--- src/hdl/sysmgr_defs.svh ---
/*
 * Timing counts, register offsets, field positions and reset values of the system reset and power manager.
 * Assumes inclusion by bare name from hdl/; definitions only.
 */
`ifndef SYSMGR_DEFS_SVH
`define SYSMGR_DEFS_SVH

// ----------------------------------------------------------------------------
// Timing
// ----------------------------------------------------------------------------
`define OSC_STARTUP_COUNT 1024
`define OSC_STARTUP_WIDTH 10
`define PWRUP_DELAY_NS 64000
`define CLOCK_PERIOD_NS 10
`define PWRUP_DELAY_CYCLES (`PWRUP_DELAY_NS / `CLOCK_PERIOD_NS)
`define WDOG_WIDTH 16
`define FAIL_TIMEOUT 32

// ----------------------------------------------------------------------------
// Register offsets
// ----------------------------------------------------------------------------
`define REG_CLKCTL 4'h0
`define REG_WDOG 4'h1
`define REG_SUPPLY 4'h2
`define REG_RSTCAUSE 4'h3
`define REG_PWRSAVE 4'h4
`define REG_IDLESTOP 4'h5

// ----------------------------------------------------------------------------
// Field positions and reset values
// ----------------------------------------------------------------------------
`define CLK_NEW_LSB 0
`define CLK_SWITCH_BIT 3
`define CLK_FAIL_BIT 4
`define CLK_CUR_LSB 8
`define CLK_LOCK_BIT 12
`define WDOG_SOFT_EN_BIT 0
`define WDOG_CLEAR_BIT 1
`define SUP_TAP_LSB 0
`define SUP_EXT_BIT 4
`define SUP_EN_BIT 5
`define SUP_FLAG_BIT 8
`define CAUSE_RESET 16'h0001
`define IDLESTOP_RESET 16'h0000

`endif

--- src/hdl/sysmgr_pkg.sv ---
/*
 * Types of the system reset and power manager: clock sources and power states.
 * Assumes the timing and offset macros come from sysmgr_defs.svh.
 */
package sysmgr_pkg;
	// Clock source selection codes.
	typedef enum logic [2:0] {
		SRC_FAST_RC = 3'h0,
		SRC_LOW_POWER_XTAL = 3'h1,
		SRC_LOW_RANGE_XTAL = 3'h2,
		SRC_STD_XTAL = 3'h3,
		SRC_HIGH_SPEED_XTAL = 3'h4,
		SRC_EXT_RC = 3'h5,
		SRC_EXT_CLOCK = 3'h6
	} clk_src_e;

	// Power and reset sequencing states, one-hot.
	typedef enum logic [5:0] {
		ST_POWERUP = 6'b000001,
		ST_STARTUP = 6'b000010,
		ST_RUN = 6'b000100,
		ST_IDLE = 6'b001000,
		ST_SLEEP = 6'b010000,
		ST_RESET = 6'b100000
	} pwr_state_e;
endpackage

--- src/hdl/system_reset_power_manager.sv ---
/*
 * System reset and power manager: power-up delay, oscillator start-up count, watchdog, clock fail monitor,
 * reset combiner, clock source switching, low-supply flag, Sleep and Idle sequencing.
 * Assumes analog events (power-on, brown-out, supply comparator) arrive as asynchronous levels, the watchdog
 * oscillator and primary oscillator are sampled as tick levels, and registers are reached over a plain port.
 */
// How it works
// - 10-bit counter holds clock for 1024 cycles
// - Start-up count reruns after power-on, brown-out, Sleep
// - Count only in crystal modes
// - Power-up delay only after power-on
// - Watchdog counts low-power RC ticks, free-running
// - Fuse bit or soft bit enables watchdog
// - Overflow resets, but only wakes in Sleep
// - Monitor keeps RC oscillator on outside Sleep
// - Failure raises trap, falls back to fast RC
// - Any reset cause asserts master reset
// - Fuse source at power-on and brown-out, software switches later
// - Supply flag from selected tap below reference
// - Sleep stops clock, peripherals and monitor
// - Watchdog cleared entering Sleep, RC stays on while watchdog enabled
// - Supply and brown-out detectors live in Sleep
// - Sleep exits on interrupt, reset, watchdog
// - Idle halts CPU, clears watchdog
// - Idle stops peripherals with stop bit set
// - Idle wake re-applies CPU clock at once
`timescale 1ns/1ns
`include "sysmgr_defs.svh"

module system_reset_power_manager
	import sysmgr_pkg::*;
#(
	parameter int PWRUP_CYCLES = `PWRUP_DELAY_CYCLES,
	parameter int NUM_PERIPH = 16,
	parameter logic [2:0] FUSE_CLK_SRC = 3'h3
) (
	input wire logic CLOCK,
	input wire logic SYS_RST,
	input wire logic POWER_ON_EVENT,
	input wire logic BROWNOUT_EVENT,
	input wire logic MASTER_CLEAR_PIN_N,
	input wire logic RESET_INSTRUCTION,
	input wire logic TRAP_CONFLICT,
	input wire logic ILLEGAL_OP,
	input wire logic WATCHDOG_FUSE_ENABLE,
	input wire logic CLOCK_FAIL_MONITOR_EN,
	input wire logic BROWNOUT_EN,
	input wire logic RC_OSC_TICK,
	input wire logic PRIMARY_OSC_TICK,
	input wire logic [15:0] SUPPLY_TAP_BELOW,
	input wire logic SUPPLY_DETECT_EXT_INPUT,
	input wire logic POWER_SAVE_INSTRUCTION,
	input wire logic POWER_SAVE_SLEEP,
	input wire logic IRQ_PENDING,
	input wire logic [3:0] ADDR,
	input wire logic [15:0] WDATA,
	input wire logic WR_STB,
	input wire logic RD_STB,
	output logic [15:0] RDATA,
	output logic MASTER_RESET,
	output logic CPU_CLOCK_EN,
	output logic SYS_CLOCK_EN,
	output logic [NUM_PERIPH-1:0] PERIPH_CLOCK_EN,
	output logic [2:0] CLOCK_SOURCE,
	output logic CLOCK_FAIL_TRAP,
	output logic RC_OSC_ENABLE,
	output logic SUPPLY_DETECT_FLAG,
	output logic DETECTORS_ACTIVE,
	output logic WAKE_EVENT
);
	// ------------------------------------------------------------------------
	// Input synchronisers
	// ------------------------------------------------------------------------
	localparam int NSYNC = 24;
	// Reset value of the synchroniser stages: each input at its idle level, so the active-low
	// clear pin does not look asserted for two cycles after reset.
	localparam logic [NSYNC-1:0] SYNC_IDLE = 24'h000010;
	logic [NSYNC-1:0] async_in;
	logic [NSYNC-1:0] sync1_ff;
	logic [NSYNC-1:0] sync2_ff;
	assign async_in = {SUPPLY_TAP_BELOW, SUPPLY_DETECT_EXT_INPUT, PRIMARY_OSC_TICK, RC_OSC_TICK,
		MASTER_CLEAR_PIN_N, BROWNOUT_EVENT, POWER_ON_EVENT, CLOCK_FAIL_MONITOR_EN, WATCHDOG_FUSE_ENABLE};

	// Two flops per asynchronous input; only the second stage is read.
	always_ff @(posedge CLOCK) begin
		if (SYS_RST) begin
			sync1_ff <= SYNC_IDLE;
			sync2_ff <= SYNC_IDLE;
		end else begin
			sync1_ff <= async_in;
			sync2_ff <= sync1_ff;
		end
	end

	logic fuse_wdog_en, clock_fail_monitor_en, por_s, bor_s, master_clear_pin_n_s, rc_tick_s, osc_tick_s, ext_supply_s;
	logic [15:0] tap_below_s;
	assign fuse_wdog_en = sync2_ff[0];
	assign clock_fail_monitor_en = sync2_ff[1];
	assign por_s = sync2_ff[2];
	assign bor_s = sync2_ff[3] & BROWNOUT_EN;
	assign master_clear_pin_n_s = sync2_ff[4];
	assign rc_tick_s = sync2_ff[5];
	assign osc_tick_s = sync2_ff[6];
	assign ext_supply_s = sync2_ff[7];
	assign tap_below_s = sync2_ff[23:8];

	// ------------------------------------------------------------------------
	// State and registers
	// ------------------------------------------------------------------------
	pwr_state_e state_ff, nxt_state;
	logic [31:0] pwrup_cnt_ff;
	logic [`OSC_STARTUP_WIDTH-1:0] ost_cnt_ff;
	logic ost_done_ff;
	logic [`WDOG_WIDTH-1:0] wdog_cnt_ff;
	logic wdog_soft_en_ff;
	logic rc_prev_ff, osc_prev_ff;
	logic [5:0] fail_cnt_ff;
	logic fail_ff;
	logic [2:0] cur_src_ff, new_src_ff;
	logic [3:0] tap_sel_ff;
	logic ext_tap_ff, supply_en_ff, supply_flag_ff;
	logic [7:0] cause_ff;
	logic [NUM_PERIPH-1:0] idle_stop_ff;
	logic por_seen_ff;

	logic wdog_en, wdog_ovf, wdog_clr_wr, any_reset, crystal_mode, supply_low;
	logic [7:0] causes;
	assign wdog_en = fuse_wdog_en | wdog_soft_en_ff;
	assign wdog_ovf = wdog_en && rc_tick_s && !rc_prev_ff && (&wdog_cnt_ff);
	assign wdog_clr_wr = WR_STB && ADDR == `REG_WDOG && WDATA[`WDOG_CLEAR_BIT];
	// only crystal and resonator modes need the start-up count.
	assign crystal_mode = cur_src_ff inside {SRC_LOW_POWER_XTAL, SRC_LOW_RANGE_XTAL, SRC_STD_XTAL,
		SRC_HIGH_SPEED_XTAL};
	assign supply_low = supply_en_ff && (ext_tap_ff ? ext_supply_s : tap_below_s[tap_sel_ff]);

	// Cause vector: power-on, brown-out, instruction, pin, watchdog, trap, opcode, spare.
	assign causes = {1'b0, ILLEGAL_OP, TRAP_CONFLICT, wdog_ovf && state_ff != ST_SLEEP, !master_clear_pin_n_s,
		RESET_INSTRUCTION, bor_s, por_s};
	assign any_reset = |causes;

	// ------------------------------------------------------------------------
	// Sequencer
	// ------------------------------------------------------------------------
	always_comb begin
		nxt_state = state_ff;
		case (state_ff)
			ST_POWERUP: if (pwrup_cnt_ff >= 32'(PWRUP_CYCLES)) nxt_state = ST_STARTUP;
			ST_STARTUP: if (ost_done_ff || !crystal_mode) nxt_state = ST_RUN;
			ST_RUN: if (POWER_SAVE_INSTRUCTION) nxt_state = POWER_SAVE_SLEEP ? ST_SLEEP : ST_IDLE;
			ST_IDLE: if (IRQ_PENDING || wdog_ovf) nxt_state = ST_RUN;
			ST_SLEEP: if (IRQ_PENDING || wdog_ovf) nxt_state = ST_STARTUP;
			ST_RESET: if (!any_reset) nxt_state = ST_STARTUP;
			default: nxt_state = ST_RESET;
		endcase
		// Power-on reinstates the full sequence; brown-out and other causes skip the power-up delay.
		if (por_s) begin
			nxt_state = ST_POWERUP;
		end else if (any_reset) begin
			nxt_state = ST_RESET;
		end
	end

	// State register.
	always_ff @(posedge CLOCK) begin
		if (SYS_RST) state_ff <= ST_POWERUP;
		else state_ff <= nxt_state;
	end

	// Power-up delay counter, runs only in the power-up state.
	always_ff @(posedge CLOCK) begin
		if (SYS_RST || state_ff != ST_POWERUP) pwrup_cnt_ff <= 32'h0;
		else if (pwrup_cnt_ff < 32'(PWRUP_CYCLES)) pwrup_cnt_ff <= pwrup_cnt_ff + 32'h1;
	end

	// Oscillator start-up counter, counts primary oscillator edges while starting.
	always_ff @(posedge CLOCK) begin
		osc_prev_ff <= SYS_RST ? 1'b0 : osc_tick_s;
		if (SYS_RST || state_ff != ST_STARTUP) begin
			ost_cnt_ff <= '0;
			ost_done_ff <= 1'b0;
		end else if (osc_tick_s && !osc_prev_ff && !ost_done_ff) begin
			ost_cnt_ff <= ost_cnt_ff + 1'b1;
			if (&ost_cnt_ff) ost_done_ff <= 1'b1;
		end
	end

	// Watchdog counter on low-power RC ticks; cleared by software and on Sleep or Idle entry.
	always_ff @(posedge CLOCK) begin
		rc_prev_ff <= SYS_RST ? 1'b0 : rc_tick_s;
		if (SYS_RST || any_reset || wdog_clr_wr || !wdog_en) begin
			wdog_cnt_ff <= '0;
		end else if (state_ff == ST_RUN && POWER_SAVE_INSTRUCTION) begin
			wdog_cnt_ff <= '0;
		end else if (rc_tick_s && !rc_prev_ff) begin
			wdog_cnt_ff <= wdog_cnt_ff + 1'b1;
		end
	end

	// Clock fail monitor: missing primary edges for too long flags failure; disabled in Sleep.
	always_ff @(posedge CLOCK) begin
		if (SYS_RST || !clock_fail_monitor_en || state_ff == ST_SLEEP || !crystal_mode || (osc_tick_s && !osc_prev_ff)) begin
			fail_cnt_ff <= '0;
		end else if (fail_cnt_ff != 6'(`FAIL_TIMEOUT)) begin
			fail_cnt_ff <= fail_cnt_ff + 6'h1;
		end
		if (SYS_RST || por_s) fail_ff <= 1'b0;
		else if (fail_cnt_ff == 6'(`FAIL_TIMEOUT - 1)) fail_ff <= 1'b1;
		else if (WR_STB && ADDR == `REG_CLKCTL && WDATA[`CLK_FAIL_BIT]) fail_ff <= 1'b0;
	end

	// Clock source: fuse choice on power-on and brown-out, software switch otherwise, fast RC on failure.
	always_ff @(posedge CLOCK) begin
		if (SYS_RST || por_s || bor_s) begin
			cur_src_ff <= FUSE_CLK_SRC;
			new_src_ff <= FUSE_CLK_SRC;
		end else if (fail_cnt_ff == 6'(`FAIL_TIMEOUT - 1)) begin
			cur_src_ff <= SRC_FAST_RC;
		end else if (WR_STB && ADDR == `REG_CLKCTL) begin
			new_src_ff <= WDATA[`CLK_NEW_LSB +: 3];
			if (WDATA[`CLK_SWITCH_BIT] && WDATA[`CLK_NEW_LSB +: 3] <= 3'(SRC_EXT_CLOCK))
				cur_src_ff <= WDATA[`CLK_NEW_LSB +: 3];
		end
	end

	// Software control bits.
	always_ff @(posedge CLOCK) begin
		if (SYS_RST || por_s) begin
			wdog_soft_en_ff <= 1'b0;
			tap_sel_ff <= 4'h0;
			ext_tap_ff <= 1'b0;
			supply_en_ff <= 1'b0;
			idle_stop_ff <= NUM_PERIPH'(`IDLESTOP_RESET);
		end else if (WR_STB) begin
			if (ADDR == `REG_WDOG) wdog_soft_en_ff <= WDATA[`WDOG_SOFT_EN_BIT];
			if (ADDR == `REG_SUPPLY) begin
				tap_sel_ff <= WDATA[`SUP_TAP_LSB +: 4];
				ext_tap_ff <= WDATA[`SUP_EXT_BIT];
				supply_en_ff <= WDATA[`SUP_EN_BIT];
			end
			if (ADDR == `REG_IDLESTOP) idle_stop_ff <= WDATA[NUM_PERIPH-1:0];
		end
	end

	// Supply flag: set wins over a software clear.
	always_ff @(posedge CLOCK) begin
		if (SYS_RST) supply_flag_ff <= 1'b0;
		else if (supply_low) supply_flag_ff <= 1'b1;
		else if (WR_STB && ADDR == `REG_SUPPLY && WDATA[`SUP_FLAG_BIT]) supply_flag_ff <= 1'b0;
	end

	// Sticky reset causes; a new cause wins over a software clear.
	always_ff @(posedge CLOCK) begin
		por_seen_ff <= SYS_RST ? 1'b0 : por_s;
		if (SYS_RST) cause_ff <= 8'(`CAUSE_RESET);
		else if (WR_STB && ADDR == `REG_RSTCAUSE) cause_ff <= (cause_ff & ~WDATA[7:0]) | causes;
		else cause_ff <= cause_ff | causes;
	end

	// ------------------------------------------------------------------------
	// Outputs and read port
	// ------------------------------------------------------------------------
	always_ff @(posedge CLOCK) begin
		if (SYS_RST) begin
			MASTER_RESET <= 1'b1;
			CPU_CLOCK_EN <= 1'b0;
			SYS_CLOCK_EN <= 1'b0;
			PERIPH_CLOCK_EN <= '0;
			CLOCK_SOURCE <= FUSE_CLK_SRC;
			CLOCK_FAIL_TRAP <= 1'b0;
			RC_OSC_ENABLE <= 1'b0;
			SUPPLY_DETECT_FLAG <= 1'b0;
			DETECTORS_ACTIVE <= 1'b0;
			WAKE_EVENT <= 1'b0;
		end else begin
			MASTER_RESET <= nxt_state inside {ST_POWERUP, ST_STARTUP, ST_RESET};
			CPU_CLOCK_EN <= nxt_state == ST_RUN;
			SYS_CLOCK_EN <= nxt_state inside {ST_RUN, ST_IDLE};
			PERIPH_CLOCK_EN <= nxt_state == ST_RUN ? {NUM_PERIPH{1'b1}} :
				nxt_state == ST_IDLE ? ~idle_stop_ff : '0;
			CLOCK_SOURCE <= cur_src_ff;
			CLOCK_FAIL_TRAP <= fail_ff;
			RC_OSC_ENABLE <= wdog_en || (clock_fail_monitor_en && nxt_state != ST_SLEEP);
			SUPPLY_DETECT_FLAG <= supply_flag_ff;
			DETECTORS_ACTIVE <= supply_en_ff | BROWNOUT_EN;
			WAKE_EVENT <= (state_ff inside {ST_SLEEP, ST_IDLE}) && nxt_state != state_ff;
		end
	end

	// Read data, valid in the cycle after the read strobe.
	always_ff @(posedge CLOCK) begin
		if (SYS_RST || !RD_STB) RDATA <= 16'h0;
		else begin
			case (ADDR)
				`REG_CLKCTL: RDATA <= {3'h0, crystal_mode, 1'b0, cur_src_ff, 3'h0, fail_ff, 1'b0, new_src_ff};
				`REG_WDOG: RDATA <= {wdog_cnt_ff[13:0], 1'b0, wdog_soft_en_ff};
				`REG_SUPPLY: RDATA <= {7'h0, supply_flag_ff, 2'h0, supply_en_ff, ext_tap_ff, tap_sel_ff};
				`REG_RSTCAUSE: RDATA <= {7'h0, por_seen_ff, cause_ff};
				`REG_PWRSAVE: RDATA <= {10'h0, state_ff};
				`REG_IDLESTOP: RDATA <= 16'(idle_stop_ff);
				default: RDATA <= 16'h0;
			endcase
		end
	end
endmodule // system_reset_power_manager

--- config.mk ---
export PLATFORM = sky130hd
export DESIGN_NAME = system_reset_power_manager
export DESIGN_NICKNAME = d
export VERILOG_FILES = /design/src/hdl/sysmgr_pkg.sv /design/src/hdl/system_reset_power_manager.sv
export VERILOG_INCLUDE_DIRS = /design/src /design/src/hdl
export SDC_FILE = /design/constraint.sdc
export NUM_CORES = 1
export LEC_CHECK = 0
export BUFFER_PORTS_ARGS = -buffer_cell sky130_fd_sc_hd__buf_4
export CORE_ASPECT_RATIO = 1.2
export CORE_MARGIN = 10
export CORE_UTILIZATION = 50
export DETAILED_ROUTE_END_ITERATION = 8
export PLACE_DENSITY_LB_ADDON = 0.1
export SLEW_MARGIN = 40
export SYNTH_ARGS = -nofsm -noshare
export SYNTH_HDL_FRONTEND = slang
export SYNTH_SLANG_ARGS = --single-unit
export TNS_END_PERCENT = 10
--- constraint.sdc ---
create_clock -name CLOCK -period 5.6 [get_ports CLOCK]
set_input_delay 0.56 -clock CLOCK [delete_from_list [all_inputs] [get_ports CLOCK]]
set_output_delay 0.56 -clock CLOCK [all_outputs]
set_load 0.05 [all_outputs]
==> reports/results.tsv, run 1 <==
metric	value	unit
status	completed	
synth_edf_count	0	
synth.largest_area_cell	dfxtp_1	
maxCapViolCount	0	
wl	19.35	mm
drc_errors	0	
fin_crit_sh	54.56	%
switchingPower	643.0	uW
start_kind	flop	
fmax	327.3	MHz
grt_pass1_vias	6055	
root_buffer	clkbuf_16	
seq_power_share	48.9	%
totalPowerFinal	3.044	mW
htreeDepth	1	
fp.dieW	132.8	um
syn-num-nets	858	
core	14960	sq um
yosysUniqueCellTypes	61	
drtIter0Drc	283	
die_area	20640	sq um
cts_made_buffers	21	
rsz0062_at_grt	false	
cp.required	5.96	ns
vias	5895	
tightestPinTransition	0.7691	ns
synth_ff_type	dfxtp_1	
path_clk_slew	0.06	ns
cts-resized-gates	0	
final_cell_count_no_fill	1099	
synthTopCellsByArea	dfxtp_1, nor2b_1, nor2_1	
antenna_found_initial	0	
synth.avg_cell_area	9.581	sq um
r2r_slack	2.54	ns
drive_above_1_share	19.33	%
setup.worst_path.class	reg2reg	
dp_hpwl	14.24	mm
slew_headroom	48.57	%
wl_per_cell	17.61	um
ys_ff_latch	204	
yosys.area.top_type_share	53.48	%
grt-ovfl-total	0	
place_inst	1064	
hold_buffers	0	
hold_path_class	in2reg	
synthArstFlopShare	0	%
intPower	2.401	mW
end_kind	flop	
clock_path_buffers	3	
grt_max_degree	49	
power.leakage	3.509	nW
initial_utilization	51.05	%
tns	0	ns
first_pass_iters	5	
syn_to_final_growth	20.30	%
place_area	8477	sq um
clockPowerShare	46.9	%
post-cts-setup-buffers	0	
synth_seq_area_share	53.48	%
vdd_drop_max	0.2308	mV
viasPerCell	5.364	
io_pins	98	
pwr-share-comb	4.2	%
num_rows	49	
nFillCells	1324	
hold_viol_final	0	
yosys_warnings	0	
cts.sinks	204	
grt_pass1_wl	31.15	mm
setup_viol	0	
clock_skew	0.02595	ns
final_cell_area	9186	sq um
power_density	331.4	nW/um^2
synthesis.area	7636	sq um
synth_cells	797	
finalCriticalPeriod	3.055	ns
maxSlewViolCount	0	
critPathMaxFanout	14	
gp_congestion	0.8910	
tritoncts	built	
final_nets	944	
die_y	155.4	um
netSwitchingFraction	21.13	%
grt_usage	18.21	%
port_buffers	97	
clock_latency	0.51	ns
antenna_left	0	
arrival	3.42	ns
antennaDiodeCount	0	
[cells by family (layout without fill, tap and decap cells)]
family,Yosys count,in the layout,share of synthesized area [%]
DFF,204,204,53.48
buffers and inverters,50,148,3.113
AOI/OAI and AO/OA,123,123,10.65
and+or+nand+nor,353,353,23.58
adders and majority gates,6,6,0.9831
xor gates and xnor gates,42,42,4.817
muxes,19,19,3.375
[per-stage QoR]
stage / util (%) / hold slack [ns] / worst slack [ns]
2_1_floorplan: - / 0.3895 / 3.304
3_3_place_gp: 56.67 / 0.4003 / 2.639
3_5_place_dp: 56.67 / 0.3932 / 2.568
4_1_cts: 61.39 / 0.2267 / 2.541
5_1_grt: 61.41 / 0.2388 / 2.278
6_report: 61.41 / 0.2408 / 2.545
[synth_stat cells (6+ instances only)]
master and instances:
o21ai_0 10, nand2_1 87, xor2_1 28, and3_1 8, or2_2 7, inv_1 9, nor3_1 8, dfxtp_1 204
clkbuf_1 31, nor2_1 90, a22oi_1 24, nor4_1 6, nand4_1 11, a21oi_2 11, xnor2_1 14, nand3_1 24
mux2i_1 10, a31oi_1 9, or3_1 6, and2_1 22, ha_1 6, nor2b_1 58, a21oi_1 47
[worst max-delay path, cell delays in order (launching register included)]
cell and delay [ns]:
dfxtp_1 0.48, nor4b_1 0.51, a221oi_1 0.10, o311ai_1 0.43
nand3_1 0.44, o21ai_0 0.28, o2bb2a_1 0.25, a2111oi_1 0.32
a21oi_1 0.12
[flip-flops by register name, summed over array words and instances, names as in the netlist, 3 cells and up]
name             flops
pwrup_cnt_ff        32
sync1_ff            24
sync2_ff            24
PERIPH_CLOCK_EN     16
RDATA               16
idle_stop_ff        16
wdog_cnt_ff         16
ost_cnt_ff          10
cause_ff             8
fail_cnt_ff          6
state_ff             6
tap_sel_ff           4
CLOCK_SOURCE         3
cur_src_ff           3
new_src_ff           3
[worst paths after layout]
kind,cells past startpoint,to,from
min,2,cause_ff[7],WDATA[7]
max,8,WAKE_EVENT,state_ff[1]
max reg2reg,8,WAKE_EVENT,state_ff[1]
min reg2reg,1,sync2_ff[4],sync1_ff[4]
[layout by cell type, fill, tap and decap left out, types with 11 or more instances in the layout]
cell type  instances
buf_4            103
nor2_1            89
xor2_1            28
nand3_1           24
dfxtp_1          204
a21oi_2           11
a22oi_1           24
and2_1            22
xnor2_1           14
nor2b_1           58
nand2_1           87
clkbuf_16         21
nand4_1           11
a21oi_1           47
[area by class of cell]
cell class / instances / area [sq um] / area share (%)
flip-flops and latches: 204 / 4084 / 44.46
multi-input cells: 543 / 3329 / 36.24
repair buffers: 103 / 773.2 / 8.417
clock buffers: 28 / 581.8 / 6.333
well taps: 204 / 255.2 / 2.779
clock inverters: 7 / 125.1 / 1.362
inverters: 10 / 37.54 / 0.4086
[power by group through the flow]
stage	combinational, mW	sequential [mW]	clock, mW
2_1_floorplan	0.0675	1.52	0
3_3_place_gp	0.124	1.52	0
3_5_place_dp	0.126	1.52	0
4_1_cts	0.126	1.49	1.45
5_1_grt	0.138	1.49	1.51
6_report	0.127	1.49	1.43
[routing by layer]
layer / up-vias / part of all wire [%] / global-route usage (%)
met1: 2761 / 42 / 21.23
met5: - / 0 / 0
met2: 194 / 48 / 31.20
li1: 2890 / - / -
met3: 50 / 5.7 / 3.705
met4: 0 / 4.4 / 8.867
No activity file was read; power rests on OpenSTA's default activity.
==> run 2, diff against run 1 <==
==> constraint.sdc (replaced) <==
create_clock -name CLOCK -period 2.85 [get_ports CLOCK]
set_input_delay 0.285 -clock CLOCK [delete_from_list [all_inputs] [get_ports CLOCK]]
set_output_delay 0.285 -clock CLOCK [all_outputs]
set_load 0.05 [all_outputs]
==> reports/results.tsv, run 2 (synthesis gave the netlist of run 1 again) <==
metric	value	unit	change
place_ws	0.2697	ns	-2.298 ns
hold_viol_final	0		unchanged
arrival	3.02	ns	-0.40 ns
die_area	20640	sq um	unchanged
root_buffer	clkbuf_16		
fin_ws	0.2440	ns	-2.301 ns
drtIter0Drc	305		+7.8%
maxCapViolCount	0		unchanged
path_clk_slew	0.06	ns	about the same
tightestPinTransition	0.7507	ns	-0.01842 ns
cpMaxStageDelayCell	or3_1		
r2r_start	state_ff[1]		
port_buffers	97		unchanged
r2r_slack	0.24	ns	-2.30 ns
fin_crit_sh	91.44	%	+37 points
core	14960	sq um	unchanged
grt-ovfl-total	0		unchanged
dp_hpwl	14.25	mm	about the same
post-cts-setup-buffers	0		unchanged
tritoncts	built		
fp.dieW	132.8	um	unchanged
first_pass_iters	5		unchanged
intPower	4.842	mW	+100%
grt_max_degree	47		-4.1%
grt_pass1_vias	6081		+0.43%
cts.sinks	204		unchanged
num_rows	49		unchanged
largest_reg_flops	32		unchanged
fmax	383.7	MHz	+17%
regArea	4084	sq um	unchanged
multiInputGateArea	3336	sq um	+0.19%
grt_usage	18.17	%	-0.041 points
status	completed		
switchingPower	1.277	mW	+99%
nFillCells	1270		-4.1%
pwr-share-comb	4.5	%	+0.3 points
cpMostUsedCell	buf_4		
cp_num_buf_inv	2		+2
die_y	155.4	um	unchanged
registers.top_by_ff_count	pwrup_cnt_ff		
cts_made_buffers	21		unchanged
setup_viol	0		unchanged
clockPowerShare	47.7	%	+0.8 points
antenna_left	0		unchanged
power_density	641.1	nW/um^2	+93%
cp.required	3.26	ns	-2.70 ns
totalPowerFinal	6.119	mW	+100%
start_kind	flop		
wl_per_cell	17.01	um	-3.4%
antennaDiodeCount	0		unchanged
setup.worst_path.class	reg2reg		
drc_errors	0		unchanged
netSwitchingFraction	20.87	%	-0.26 points
vias	5980		+1.4%
cpLargestDelayFamily	simple AND/OR/NAND/NOR gates		
grt_pass1_wl	31.10	mm	-0.18%
viasPerCell	5.273		-1.7%
clock_latency	0.50	ns	about the same
initial_utilization	51.05	%	unchanged
top_regs	pwrup_cnt_ff x32, sync1_ff x24, sync2_ff x24		
max_stage_delay	0.52	ns	about the same
tns	0	ns	unchanged
end_kind	flop		
syn_to_final_growth	24.99	%	
final_common_cell	dfxtp_1		
final_nets	977		+3.5%
clock_path_buffers	3		unchanged
rsz0062_at_grt	false		
seq_power_share	47.8	%	-1.1 points
whs_path_depth	3		+1
rr_worst_depth	9		+1
critPathMaxFanout	15		+1
gp_congestion	0.8987		+0.86%
htreeDepth	1		unchanged
wl	19.29	mm	-0.33%
hold_path_class	in2reg		
vdd_drop_max	0.4977	mV	+120%
min_from	BROWNOUT_EN		
slew_headroom	49.80	%	+1.2 points
clock_skew	0.02044	ns	-0.005510 ns
io_pins	98		unchanged
r2r-end	PERIPH_CLOCK_EN[3]		
antenna_found_initial	0		unchanged
cp-startpoint	state_ff[1]		
maxSlewViolCount	0		unchanged
final_cell_mix	dfxtp_1, buf_4, nor2_1		
power.leakage	3.673	nW	+4.7%
finalCriticalPeriod	2.606	ns	-0.4491 ns
drive_above_1_share	20.22	%	+0.89 points
crit_chain	buf_4 > nor2_1 > nand4b_1 > or3_1 > o311ai_1 > a21oi_2 > or2_1 > buf_4 > a21oi_1		
min_to	DETECTORS_ACTIVE		
==> run 2: tightest hold or removal path, delay by kind of cell <==
family	cells	cell delay, ns
and+or+nand+nor	2	0.10
buffers and inverters	1	0.09
==> run 2: worst max-delay path by stage <==
stage               slack (ns)  cells after the start                  to
global route              0.06                      9          WAKE_EVENT
global placement          0.37                      9  PERIPH_CLOCK_EN[1]
finish                    0.24                      9  PERIPH_CLOCK_EN[3]
floorplan                 0.55                     10          WAKE_EVENT
CTS                       0.23                     10  PERIPH_CLOCK_EN[3]
detailed placement        0.27                      8          WAKE_EVENT
==> run 2: power by group through the flow <==
stage,Sequential [mW],Clock [mW],Combinational [mW]
2_1_floorplan,2.98,0,0.133
3_3_place_gp,2.98,0,0.246
3_5_place_dp,2.99,0,0.249
4_1_cts,2.92,2.97,0.275
5_1_grt,2.93,3.09,0.301
6_report,2.92,2.92,0.276
==> run 2: cell type report <==
| cell class | count | share of cell area, % |
|---|---|---|
| repair buffers | 136 | 11.30 |
| well taps | 204 | 2.674 |
| clock inverters | 8 | 1.337 |
| flip-flops and latches | 204 | 42.79 |
| inverters | 10 | 0.3933 |
| multi-input cells | 543 | 34.95 |
| clock buffers | 29 | 6.555 |
==> run 2: repair_timing <==
action,CTS,global route
gates resized for setup,0,1
hold endpoints to repair,23,0
endpoints found under the setup margin,0,15
hold buffers,23,0
==> run 2: per-layer routing <==
metal	vias up	routed length, um	track usage (%)
met2	199	9387	31.49
met1	2785	8075	21.21
li1	2957	-	-
met5	-	0	0
met4	0	693	7.660
met3	39	1130	3.898
==> run 2: metrics by stage <==
step           hold WS [ns]  cells  cell area, sq um  util (%)
2_1_floorplan        0.3729    797              7636         -
3_3_place_gp         0.4022   1074              8552     57.17
3_5_place_dp         0.3997   1074              8552     57.17
4_1_cts           0.0003357   1134              9535     63.74
5_1_grt             0.01782   1134              9544     63.80
6_report            0.01065   1134              9544     63.80
